[src/hdl/bdc_pkg.sv]
// Operation
// - debug access holds internal buses; multi-cycle access freezes processor clocks
// - lockout forbids active debug mode and removes debug rom from the map
// - lockout bit reloads from shadow byte at every reset; zero means locked
// - lockout bit changes only in special modes, mode pin low
// - erasing the shadow byte sets the lockout bit at next reset
// - under lockout, reset-vector code cannot run in special single-chip mode
// - seven debug register bytes sit at FF00 to FF06 while active
// - status bits 3-5,7 always writable; 6 only firmware, 2 only hardware
// - status resets to zero; active flag resets to one in special modes; code does so only in special single-chip and peripheral modes
// - enable flag zero refuses active mode and firmware commands, not hardware ones
// - active flag sets on entry, maps rom; writes take effect after 4 cycles
// - tagging set by tag-and-go, cleared on entry; serial off 16 cycles after write; code disables serial from the write on and enables tagging 16 cycles later
// - shifter-valid reads one after a completed shift, zero while shifting
// - trace flag set when single-step command issues
// - clock select: zero bus clock, one system clock; host retimes after 150 cycles
// - slow system clock overrides clock select and drives debug logic
// - 512 debug clocks between host falling edges clears instruction register
// - hardware instruction layout: hw, data, read, background, word, map, zeros
// - word/byte flag one means word transfer, zero byte transfer
// - map flag one places debug resources at FF00-FFFF for hardware accesses
package bdc_pkg;
  localparam int          ADDR_W         = 16;
  // register byte addresses in the processor map
  localparam logic [15:0] OFS_INSTR      = 16'hFF00;
  localparam logic [15:0] OFS_STATUS     = 16'hFF01;
  localparam logic [15:0] OFS_SHIFT_HI   = 16'hFF02;
  localparam logic [15:0] OFS_SHIFT_LO   = 16'hFF03;
  localparam logic [15:0] OFS_ADDR_HI    = 16'hFF04;
  localparam logic [15:0] OFS_ADDR_LO    = 16'hFF05;
  localparam logic [15:0] OFS_CCR        = 16'hFF06;
  localparam logic [15:0] MAP_BASE       = 16'hFF00;
  // status field positions
  localparam int          ST_ENABLE      = 7;
  localparam int          ST_ACTIVE      = 6;
  localparam int          ST_TAG         = 5;
  localparam int          ST_SDV         = 4;
  localparam int          ST_TRACE       = 3;
  localparam int          ST_CLKSEL      = 2;
  // instruction field positions
  localparam int          IN_HW          = 7;
  localparam int          IN_WORD        = 3;
  localparam int          IN_MAP         = 2;
  localparam logic [7:0]  INSTR_RST      = 8'h00;
  localparam logic [7:0]  OPC_BACKGROUND = 8'h90;
  localparam logic [7:0]  HW_LOW_MASK    = 8'hFC;
  // cycle counts
  localparam int          ACT_DLY_CYC    = 4;
  localparam int          TAG_DLY_CYC    = 16;
  localparam int          TMO_CYC        = 512;
  localparam int          HOST_FWWR_CYC  = 32;
  localparam int          HOST_EXIT_CYC  = 64;
  localparam int          HOST_CLOCK_SELECT_BIT_CYC = 150;
endpackage : bdc_pkg

[src/hdl/bdc_sync.sv]
`timescale 1ns/10ps
module bdc_sync #(
  parameter int             W    = 1,
  parameter logic [W-1:0]   INIT = '0
) (
  // clock and reset
  input  wire logic         clk,
  input  wire logic         rst,
  // async level in, synchronised level out
  input  wire logic [W-1:0] din,
  output logic      [W-1:0] dout
);
  logic [W-1:0] meta_ff;
  logic [W-1:0] sync_ff;

  // first stage is read by the second stage only
  always_ff @(posedge clk) begin
    if (rst) begin
      meta_ff <= INIT;
      sync_ff <= INIT;
    end else begin
      meta_ff <= din;
      sync_ff <= meta_ff;
    end
  end

  assign dout = sync_ff;
endmodule : bdc_sync

[src/hdl/bdc_delay.sv]
`timescale 1ns/10ps
module bdc_delay #(
  parameter int COUNT = 4
) (
  // clock and reset
  input  wire logic clk,
  input  wire logic rst,
  // start restarts the count; done is taken at the COUNT-th edge after start
  input  wire logic start,
  output logic      busy,
  output logic      done
);
  localparam int CW = $clog2(COUNT + 1);

  logic [CW-1:0] cnt_ff;
  logic          busy_ff;
  logic [CW-1:0] nxt_cnt;
  logic          nxt_busy;

  // a restart swallows the pending expiry, so overlapping writes extend the wait
  assign done     = busy_ff && (cnt_ff == CW'(1)) && !start;
  assign nxt_cnt  = start ? CW'(COUNT) : (busy_ff ? cnt_ff - CW'(1) : cnt_ff);
  assign nxt_busy = start || (busy_ff && !done);
  assign busy     = busy_ff;

  always_ff @(posedge clk) begin
    if (rst) begin
      cnt_ff  <= '0;
      busy_ff <= 1'b0;
    end else begin
      cnt_ff  <= nxt_cnt;
      busy_ff <= nxt_busy;
    end
  end
endmodule : bdc_delay

[src/hdl/bdc_ctrl.sv]
`timescale 1ns/10ps
module bdc_ctrl
  import bdc_pkg::*;
(
  // clock and reset; CLK_SYS is the selected debug clock
  input  wire logic                    CLK_SYS,
  input  wire logic                    RESET,
  // pins and straps
  input  wire logic                    BACKGROUND_PIN_IN,
  input  wire logic                    SPECIAL_MODE_N,
  input  wire logic                    MODE_SPECIAL_SC,
  input  wire logic                    MODE_PERIPH,
  input  wire logic                    SYS_CLK_SLOW,
  // nonvolatile lockout bit and its config write
  input  wire logic                    SHADOW_LOCKOUT_OFF,
  input  wire logic                    LOCK_WR,
  input  wire logic                    LOCK_WDATA,
  // processor-side register access
  input  wire logic [bdc_pkg::ADDR_W-1:0] REG_ADDR,
  input  wire logic                    REG_WR,
  input  wire logic                    REG_RD,
  input  wire logic [7:0]              REG_WDATA,
  output logic                         REG_HIT,
  output logic      [7:0]              REG_RDATA,
  // serial engine events
  input  wire logic                    CMD_STROBE,
  input  wire logic [7:0]              CMD_BYTE,
  input  wire logic                    SHIFT_START,
  input  wire logic                    SHIFT_DONE,
  input  wire logic [15:0]             SHIFT_DATA_IN,
  input  wire logic                    ADDR_LOAD,
  input  wire logic [15:0]             ADDR_IN,
  input  wire logic                    ENTER_REQ,
  input  wire logic                    SINGLE_STEP_CMD,
  input  wire logic                    TAG_GO_CMD,
  input  wire logic                    CCR_LOAD,
  input  wire logic [7:0]              CCR_IN,
  // memory access stealing
  input  wire logic                    MEM_REQ,
  input  wire logic                    MEM_MULTI,
  input  wire logic                    MEM_DONE,
  output logic                         BUS_HOLD,
  output logic                         CPU_FREEZE,
  // control outputs
  output logic                         DEBUG_ACTIVE,
  output logic                         DEBUG_MAP_EN,
  output logic                         FW_CMD_ALLOWED,
  output logic                         LOCKOUT_OFF,
  output logic                         RESET_VEC_RUN_EN,
  output logic                         TAG_ENABLE,
  output logic                         SERIAL_DISABLE,
  output logic                         DEBUG_CLK_SEL,
  output logic                         XFER_WORD,
  output logic      [15:0]             SHIFT_DATA,
  output logic      [15:0]             ADDR_HOLD
);
  import bdc_pkg::*;

  logic [7:0]  instr_ff;
  logic        enable_ff, active_ff, tag_ff, tag_live_ff, sdv_ff, trace_ff, clksel_ff;
  logic        act_wval_ff, lockout_off_ff, mem_pend_ff, mem_multi_ff, background_pin_d_ff;
  logic [15:0] shift_ff, addr_ff;
  logic [7:0]  ccr_ff, rdata_ff;
  logic        background_pin_s, special_n_s, special_sc_s, periph_s, sys_slow_s;
  logic        act_done, tag_busy, tag_done, tmo_done;

  // pin levels cross into the debug clock; background pin idles high
  bdc_sync #(.W(1), .INIT(1'b1)) u_sync_background_pin (
    .clk  (CLK_SYS),
    .rst  (RESET),
    .din  (BACKGROUND_PIN_IN),
    .dout (background_pin_s)
  );
  bdc_sync #(.W(4), .INIT(4'h8)) u_sync_mode (
    .clk  (CLK_SYS),
    .rst  (RESET),
    .din  ({SPECIAL_MODE_N, MODE_SPECIAL_SC, MODE_PERIPH, SYS_CLK_SLOW}),
    .dout ({special_n_s, special_sc_s, periph_s, sys_slow_s})
  );

  // address decode; debug space only answers while mapped
  wire logic        map_en    = lockout_off_ff && (active_ff || (instr_ff[IN_HW] && instr_ff[IN_MAP]));
  wire logic        in_space  = (REG_ADDR >= OFS_INSTR) && (REG_ADDR <= OFS_CCR);
  wire logic        reg_sel   = map_en && in_space;
  wire logic        wr_instr  = reg_sel && REG_WR && (REG_ADDR == OFS_INSTR);
  wire logic        st_wr     = reg_sel && REG_WR && (REG_ADDR == OFS_STATUS);
  wire logic        wr_sh_hi  = reg_sel && REG_WR && (REG_ADDR == OFS_SHIFT_HI);
  wire logic        wr_sh_lo  = reg_sel && REG_WR && (REG_ADDR == OFS_SHIFT_LO);
  wire logic        wr_ccr    = reg_sel && REG_WR && (REG_ADDR == OFS_CCR);
  wire logic        background_pin_fall = background_pin_d_ff && !background_pin_s;

  // entry needs enable and no lockout
  wire logic        enter_ok  = (ENTER_REQ || (CMD_STROBE && CMD_BYTE == OPC_BACKGROUND))
                                && enable_ff && lockout_off_ff && !active_ff;
  wire logic        tag_start = TAG_GO_CMD || st_wr;
  wire logic [7:0]  status_rd = {enable_ff, active_ff, tag_ff, sdv_ff, trace_ff, clksel_ff, 2'b00};

  // read mux as a named chain; reads outside FF00-FF06 are not captured and REG_RDATA keeps its value
  wire logic [7:0]  nxt_rdata = (REG_ADDR == OFS_INSTR)    ? instr_ff :
                                (REG_ADDR == OFS_STATUS)   ? status_rd :
                                (REG_ADDR == OFS_SHIFT_HI) ? shift_ff[15:8] :
                                (REG_ADDR == OFS_SHIFT_LO) ? shift_ff[7:0] :
                                (REG_ADDR == OFS_ADDR_HI)  ? addr_ff[15:8] :
                                (REG_ADDR == OFS_ADDR_LO)  ? addr_ff[7:0] :
                                (REG_ADDR == OFS_CCR)      ? ccr_ff : 8'h00;

  // hardware command clears its two low bits; firmware keeps register field
  wire logic [7:0]  cmd_instr = CMD_BYTE[IN_HW] ? (CMD_BYTE & HW_LOW_MASK) : CMD_BYTE;
  wire logic [7:0]  nxt_instr = CMD_STROBE ? cmd_instr :
                                wr_instr   ? REG_WDATA :
                                tmo_done   ? INSTR_RST : instr_ff;

  // write delays on the active and tagging flags, and the background pin timeout
  bdc_delay #(.COUNT(ACT_DLY_CYC)) u_act_dly (
    .clk   (CLK_SYS),
    .rst   (RESET),
    .start (st_wr && !instr_ff[IN_HW]),
    .busy  (),
    .done  (act_done)
  );
  bdc_delay #(.COUNT(TAG_DLY_CYC)) u_tag_dly (
    .clk   (CLK_SYS),
    .rst   (RESET),
    .start (tag_start),
    .busy  (tag_busy),
    .done  (tag_done)
  );
  bdc_delay #(.COUNT(TMO_CYC)) u_tmo (
    .clk   (CLK_SYS),
    .rst   (RESET),
    .start (background_pin_fall),
    .busy  (),
    .done  (tmo_done)
  );

  // status next values; hardware sets win over software writes
  wire logic nxt_enable = st_wr ? REG_WDATA[ST_ENABLE] : enable_ff;
  wire logic nxt_active = enter_ok ? 1'b1 :
                          act_done ? (act_wval_ff && lockout_off_ff) : active_ff;
  wire logic nxt_tag    = enter_ok ? 1'b0 : TAG_GO_CMD ? 1'b1 :
                          st_wr ? REG_WDATA[ST_TAG] : tag_ff;
  wire logic nxt_sdv    = SHIFT_DONE ? 1'b1 : SHIFT_START ? 1'b0 :
                          st_wr ? REG_WDATA[ST_SDV] : sdv_ff;
  wire logic nxt_trace  = SINGLE_STEP_CMD ? 1'b1 : st_wr ? REG_WDATA[ST_TRACE] : trace_ff;
  wire logic nxt_clksel = (st_wr && instr_ff[IN_HW]) ? REG_WDATA[ST_CLKSEL] : clksel_ff;
  wire logic nxt_live   = enter_ok ? 1'b0 : tag_done ? tag_ff : tag_live_ff;
  wire logic nxt_lock   = (LOCK_WR && !special_n_s) ? LOCK_WDATA : lockout_off_ff;

  // memory stealing: hold buses until done, new request wins
  wire logic nxt_pend   = MEM_REQ ? 1'b1 : MEM_DONE ? 1'b0 : mem_pend_ff;
  wire logic nxt_multi  = MEM_REQ ? MEM_MULTI : mem_multi_ff;

  // instruction, data holding and read registers
  always_ff @(posedge CLK_SYS) begin
    if (RESET) begin
      instr_ff  <= INSTR_RST;
      shift_ff  <= 16'h0000;
      addr_ff   <= 16'h0000;
      ccr_ff    <= 8'h00;
      rdata_ff  <= 8'h00;
      background_pin_d_ff <= 1'b1;
    end else begin
      instr_ff  <= nxt_instr;
      shift_ff  <= SHIFT_DATA_IN & {16{SHIFT_DONE}}
                   | {wr_sh_hi ? REG_WDATA : shift_ff[15:8], wr_sh_lo ? REG_WDATA : shift_ff[7:0]}
                   & {16{!SHIFT_DONE}};
      addr_ff   <= ADDR_LOAD ? ADDR_IN : addr_ff;
      ccr_ff    <= CCR_LOAD ? CCR_IN : (wr_ccr ? REG_WDATA : ccr_ff);
      rdata_ff  <= (reg_sel && REG_RD) ? nxt_rdata : rdata_ff;
      background_pin_d_ff <= background_pin_s;
    end
  end

  // status flags; active flag strap is caught in the synchronous reset
  always_ff @(posedge CLK_SYS) begin
    if (RESET) begin
      enable_ff   <= 1'b0;
      active_ff   <= (MODE_SPECIAL_SC || MODE_PERIPH) && SHADOW_LOCKOUT_OFF;
      tag_ff      <= 1'b0;
      tag_live_ff <= 1'b0;
      sdv_ff      <= 1'b0;
      trace_ff    <= 1'b0;
      clksel_ff   <= 1'b0;
      act_wval_ff <= 1'b0;
    end else begin
      enable_ff   <= nxt_enable;
      active_ff   <= nxt_active;
      tag_ff      <= nxt_tag;
      tag_live_ff <= nxt_live;
      sdv_ff      <= nxt_sdv;
      trace_ff    <= nxt_trace;
      clksel_ff   <= nxt_clksel;
      act_wval_ff <= (st_wr && !instr_ff[IN_HW]) ? REG_WDATA[ST_ACTIVE] : act_wval_ff;
    end
  end

  // lockout bit reloads from the shadow byte on every reset
  always_ff @(posedge CLK_SYS) begin
    if (RESET) begin
      lockout_off_ff <= SHADOW_LOCKOUT_OFF;
      mem_pend_ff    <= 1'b0;
      mem_multi_ff   <= 1'b0;
    end else begin
      lockout_off_ff <= nxt_lock;
      mem_pend_ff    <= nxt_pend;
      mem_multi_ff   <= nxt_multi;
    end
  end

  // outputs; freeze only when the access cannot finish in one cycle
  assign REG_HIT          = reg_sel;
  assign REG_RDATA        = rdata_ff;
  assign BUS_HOLD         = mem_pend_ff;
  assign CPU_FREEZE       = mem_pend_ff && mem_multi_ff;
  assign DEBUG_ACTIVE     = active_ff;
  assign DEBUG_MAP_EN     = map_en;
  assign FW_CMD_ALLOWED   = enable_ff && lockout_off_ff && !tag_live_ff;
  assign LOCKOUT_OFF      = lockout_off_ff;
  assign RESET_VEC_RUN_EN = lockout_off_ff || !special_sc_s;
  assign TAG_ENABLE       = tag_live_ff;
  assign SERIAL_DISABLE   = tag_busy || tag_live_ff;
  assign DEBUG_CLK_SEL    = clksel_ff || sys_slow_s;
  assign XFER_WORD        = instr_ff[IN_WORD];
  assign SHIFT_DATA       = shift_ff;
  assign ADDR_HOLD        = addr_ff;
endmodule : bdc_ctrl

[config.mk]
export PLATFORM = sky130hd
export DESIGN_NAME = bdc_ctrl
export DESIGN_NICKNAME = d
export VERILOG_FILES = /design/src/hdl/bdc_pkg.sv /design/src/hdl/bdc_sync.sv /design/src/hdl/bdc_delay.sv /design/src/hdl/bdc_ctrl.sv
export SDC_FILE = /design/constraint.sdc
export NUM_CORES = 1
export LEC_CHECK = 0
export BUFFER_PORTS_ARGS = -buffer_cell sky130_fd_sc_hd__buf_2
export CAP_MARGIN = 30
export CORE_ASPECT_RATIO = 1.1
export CORE_MARGIN = 3
export CORE_UTILIZATION = 52
export CTS_CLUSTER_SIZE = 20
export DETAILED_ROUTE_END_ITERATION = 12
export MAX_ROUTING_LAYER = met4
export PLACE_DENSITY = 0.84
export SLEW_MARGIN = 10
export SYNTH_ARGS = -nofsm -noshare
export SYNTH_HDL_FRONTEND = slang
export SYNTH_HIERARCHICAL = 1
export SYNTH_SLANG_ARGS = --single-unit
[constraint.sdc]
create_clock -name CLK_SYS -period 2.5 [get_ports CLK_SYS]
set_input_delay 0.25 -clock CLK_SYS [delete_from_list [all_inputs] [get_ports CLK_SYS]]
set_output_delay 0.25 -clock CLK_SYS [all_outputs]
set_load 0.005 [all_outputs]
## Word level (Yosys, flattened, before mapping)

Cells that the tools add are included.

| word-level totals | value |
|---|---|
| register bits | 99 |
| input bits | 95 |
| output and inout port bits | 52 |

| operators by class | value |
|---|---|
| $add $sub $neg | 3 |
| magnitude comparators | 2 |
| eq/ne operators | 11 |
| muxes and demuxes | 35 |
| bitwise gates (word level) | 3 |
| reductions and logical operators | 71 |

Operators with widths:

| operator | number |
|---|---|
| 2-to-1 mux 8 bit | 15 |
| == test 16 bit (second input constant) | 7 |
| logical AND 1 bit | 33 |
| bitwise AND 16 bit | 2 |
| 2-to-1 mux 10 bit | 2 |
| >= comparator 16 bit (second input constant) | 1 |
| less-or-equal comparator 16 bit (second input constant) | 1 |
| OR 16 bit | 1 |
| nonzero test 2 bit | 8 |
| 2-to-1 mux 1 bit | 14 |
| zero test 1 bit | 13 |
| == test 10 x 1 -> 1 bit (second input constant) | 1 |
| logical OR 1 bit | 10 |
| 2-to-1 mux 5 bit | 2 |
| subtractor 10 x 1 -> 10 bit (second input constant) | 1 |
| nonzero test 3 bit | 3 |
| == test 8 bit (second input constant) | 1 |
| OR reduction 2 bit | 4 |
| 2-to-1 mux 3 bit | 2 |
| == test 5 x 1 -> 1 bit (second input constant) | 1 |
| subtractor 5 x 1 -> 5 bit (second input constant) | 1 |
| == test 3 x 1 -> 1 bit (second input constant) | 1 |
| subtractor 3 x 1 -> 3 bit (second input constant) | 1 |

## Depth between registers and ports, before layout

| logic depth | value |
|---|---|
| depth in word-level cells | 12 |
| depth in mapped cells | 9 |
| depth with buffers taken out | 8 |

## By module

Netlist, hierarchy kept.

By module, submodules not included:

| module | times used | cells each | area an instance (um2) | seq. area each (um2) |
|---|---|---|---|---|
| bdc_ctrl | 1 | 399 | 3,632.2 | 1,381.3 |
| bdc_delay (u_tmo) | 1 | 62 | 563.0 | 220.2 |
| bdc_delay (u_tag_dly) | 1 | 28 | 277.8 | 120.1 |
| bdc_sync (u_sync_mode) | 1 | 16 | 210.2 | 160.2 |
| bdc_delay (u_act_dly) | 1 | 20 | 195.2 | 80.1 |
| bdc_sync (u_sync_background_pin) | 1 | 4 | 52.6 | 40.0 |

## Worst setup path after synthesis

OpenSTA, ideal clock, no wires.

| path | value |
|---|---|
| path type | input to register |
| from | input REG_ADDR[7] (netlist bit) |
| to | register active_ff (netlist: DEBUG_ACTIVE), enable pin |
| library setup time | 254 ps |
| arrival | 2,048 ps |
| slack | 199 ps |
| cell stages on the path | 7 |
| path buffers | 1 |
| cells stage by stage | or4b_1 -> nor4_1 -> buf_2 -> nand4_1 -> nor2_1 -> nor3b_1 -> or3_1 |

| between the ends | value |
|---|---|
| longest elaborated chain between the ends | 9 |
| elaborated cells between the ends (all ways) | 11 |
| classes of those cells | order compare: 2; eq/ne: 1; reduce/logical: 8 |

Ends and longest elaborated chain:

| item | RTL line | RTL |
|---|---|---|
| start, declared | bdc_ctrl.sv:19 | `input wire logic [bdc_pkg::ADDR_W-1:0] REG_ADDR,` |
| >= comparator 16 bit or less-or-equal comparator 16 bit (tied branches) | bdc_ctrl.sv:83 | `wire logic in_space = (REG_ADDR >= OFS_INSTR) && (REG_ADDR <= OFS_CCR);` |
| logical AND 1 bit | bdc_ctrl.sv:83 |  |
| logical AND 1 bit | bdc_ctrl.sv:84 | `wire logic reg_sel = map_en && in_space;` |
| logical AND 1 bit | bdc_ctrl.sv:86 | `wire logic st_wr = reg_sel && REG_WR && (REG_ADDR == OFS_STATUS);` |
| logical AND 1 bit (*) | bdc_ctrl.sv:86 |  |
| logical AND 1 bit (*) | bdc_ctrl.sv:117 | `.start (st_wr && !instr_ff[IN_HW]),` |
| zero test 1 bit (*) | bdc_delay.sv:21 | `assign done = busy_ff && (cnt_ff == CW'(1)) && !start;` |
| logical AND 1 bit (*) | bdc_delay.sv:21 |  |
| net act_done | bdc_ctrl.sv:65 | `logic act_done, tag_busy, tag_done, tmo_done;` |
| nonzero test 3 bit (no source line) (*) | n/a |  |
| end signal, assigned | bdc_ctrl.sv:178 | `active_ff <= (MODE_SPECIAL_SC \|\| MODE_PERIPH) && SHADOW_LOCKOUT_OFF;` |
| end signal, assigned | bdc_ctrl.sv:187 | `active_ff <= nxt_active;` |
| end, declared | bdc_ctrl.sv:60 | `logic enable_ff, active_ff, tag_ff, tag_live_ff, sdv_ff, trace_ff, clksel_ff;` |

Mark *: on every way through the listed nets, which the timed path passes. The rest lies on a longest branch.
A chain may end at the register's enable or synchronous reset.

## Worst setup path after layout

| path | value |
|---|---|
| from | register u_tmo.cnt_ff[1] |
| to | register instr_ff[6] |

| between the ends | value |
|---|---|
| longest elaborated chain between the ends | 4 |

Ends and longest elaborated chain:

| item | RTL line | RTL |
|---|---|---|
| start, declared | bdc_delay.sv:15 | `logic [CW-1:0] cnt_ff;` |
| start signal, assigned | bdc_delay.sv:31 | `cnt_ff <= nxt_cnt;` |
| == test 10 x 1 -> 1 bit | bdc_delay.sv:21 |  |
| logical AND 1 bit (2 in a row) | bdc_delay.sv:21 |  |
| net tmo_done | bdc_ctrl.sv:65 |  |
| nonzero test 3 bit (no source line) | n/a |  |
| end signal, assigned | bdc_ctrl.sv:163 | `instr_ff <= nxt_instr;` |
| end, declared | bdc_ctrl.sv:59 | `logic [7:0] instr_ff;` |

The timed path passes the listed nets, and every way through them passes these cells.

==> summary.md <==
| Metric | Value |
|---|---|
| Final setup skew | `8.62 ps` |
| Mapped Nets | `626` |
| Largest net degree at the start of global routing | `41` |
| Post-CTS Setup Bufs | `0` |
| LEAKAGE | `0.00259 uW` |
| Warnings from Yosys | `6` |
| Worst-Skew Late Latency | `350 ps` |
| DRC errors left | `0` |
| I/O Buffers | `146` |
| Die Ht | `108 um` |
| Vias in the first global route | `4,280` |
| Root Driver | `clkbuf_8` |
| WL/cell | `17.4 um` |
| Starting Density | `0.542` |
| 1st-iter DRT viols | `279` |
| Share of layout cells above drive strength 1 | `0.323` |
| CTS hold repair buffers | `0` |
| Clk pin slew, worst setup/hold paths | `90 ps` |
| Worst hold stages | `2` |
| Final Worst Setup Slack | `312 ps` |
| Max clock buf depth | `2` |
| Global-route wire length before repair | `21.3 mm` |
| Least-Margin Pin Slew | `895 ps` |
| Max-cap viol count | `0` |
| Detail Route Antenna Nets | `0` |
| RSZ-0062 raised after global routing | `false` |
| Req. time, crit path | `2770 ps` |
| Maximum VDD drop | `0.297 mV` |
| Pwr/cell area | `534 mW/mm^2` |
| Final setup vio count | `0` |
| Hold Vio Cnt, Final | `0` |
| Mapped Cells | `525` |
| GPL Wtd Cong | `0.915` |
| GR Overflow Total | `0` |
| Diodes inserted | `0` |
| R2r startpoint | `u_tmo/cnt_ff[1]$_SDFFE_PP0P_` |
| Synthesized area | `0.00488 sq mm` |
| CP Data Arrival Time | `2460 ps` |
| H-tree levels | `3` |
| Period utilization | `0.875` |
| CTS Buf Count | `9` |
| TritonCTS clock tree | `yes` |
| Final wirelength | `13.7 mm` |
| Core area | `0.00901 sq mm` |
| Setup CP Type | `reg -> reg` |
| Worst r2r path cells | `8` |
| DP HPWL | `10.5 mm` |
| Final setup TNS | `0 ps` |
| WHS Endpoint | `u_sync_mode/meta_ff[3]$_SDFF_PP1_` |
| CP startpoint kind | `flop` |
| Hold path start | `SPECIAL_MODE_N` |
| Initial antenna violation count | `0` |
| Max Clk Rate | `0.457 GHz` |
| Outcome | `completed` |
| # rows | `36` |
| Reg-to-Reg End | `instr_ff[6]$_SDFFE_PP0P_` |
| FF-to-FF setup slack | `310 ps` |
| Hold WC Path Type | `in -> reg` |
| Slew Limit Headroom | `0.402` |
| Layout area overhead | `21.4%` |
| Fillers | `745` |
| I/O Pins | `147` |
| DR pass1 iterations | `6` |
| Area of the die | `0.0106 sq mm` |
| CP endpoint kind | `flop` |
| Final min period | `2190 ps` |
| Slew Limit Fails | `0` |
| Final net count | `768` |
| Die W | `98.4 um` |
| Max FO, Critical Path | `14` |
| Syn avg cell area | `9.29 sq um` |
| Pre-CTS setup slack | `38.2 ps` |
| Post-DR vias/cell | `5.85` |
| Total Routing Usage GR | `0.255` |
| Clock Sinks | `97` |
| Vias | `4,596` |
## worst max-delay path, cell delays in order (launching register included)
cell,delay (ps)
dfxtp_1,400
inv_1,90
ha_1,200
nor3b_1,130
and3_1,170
or2_2,290
a21oi_2,450
a221oi_1,120
a211oi_1,250
## layout by cell type (no fill, tap or decap), types with 6 or more instances in the layout
cell type	count
a2111oi_2	9
a211oi_1	29
a21oi_1	21
a221oi_1	8
buf_2	146
buf_4	18
clkbuf_8	11
dfxtp_1	95
ha_1	6
inv_1	31
mux2_2	7
mux2i_1	47
nand2_1	13
nor2_1	60
nor2b_1	15
nor3_1	21
nor3b_1	11
o21ai_0	8
or2_2	7
xnor2_1	6
## layout make-up
type	instances	area (sq um)	share of cell area
clock buffers	12	155	0.0262
clock inverters	4	26.3	0.00444
inverters	32	120	0.0203
multi-input cells	363	2650	0.447
flip-flops and latches	97	1960	0.331
well taps	114	143	0.0241
repair buffers	164	866	0.146
## routing by layer
layer	vias to the layer above	global-route usage	part of all wire
met5	-	-	0
met4	0	0.0995	0.031
met3	42	0.0486	0.070
met2	180	0.433	0.49
met1	2171	0.300	0.41
li1	2203	-	-
## worst max path at each step
| stage | startpoint | endpoint |
|---|---|---|
| after floorplan | REG_ADDR[7] | DEBUG_ACTIVE$_DFFE_PP_ |
| after global placement | REG_ADDR[7] | instr_ff[0]$_SDFFE_PP0P_ |
| after detailed placement | REG_ADDR[7] | instr_ff[1]$_SDFFE_PP0P_ |
| after CTS | u_tmo/cnt_ff[1]$_SDFFE_PP0P_ | instr_ff[3]$_SDFFE_PP0P_ |
| after global routing | u_tmo/cnt_ff[1]$_SDFFE_PP0P_ | instr_ff[5]$_SDFFE_PP0P_ |
| final | u_tmo/cnt_ff[1]$_SDFFE_PP0P_ | instr_ff[6]$_SDFFE_PP0P_ |
## stage by stage
stage	std cells	cell area [sq um]	hold WS (ps)	util	total power, uW
6_report	786	5920	68.6	0.657	3160
5_1_grt	786	5920	63.8	0.657	3290
4_1_cts	786	5920	54.7	0.657	3170
3_5_place_dp	770	5740	393	0.637	2240
3_3_place_gp	770	5740	389	0.637	2220
2_1_floorplan	525	4880	319	-	2010
## what timing repair did
action	4_1_cts	5_1_grt
gates resized for setup	0	1
setup endpoints to repair	0	7
endpoints found under the hold margin	0	0
## power by group
part | total (uW) | switching, uW | internal (uW)
registers | 1710 | 77.4 | 1630
logic | 499 | 265 | 234
clock network | 954 | 536 | 418
No activity file was read; power rests on OpenSTA's default activity.
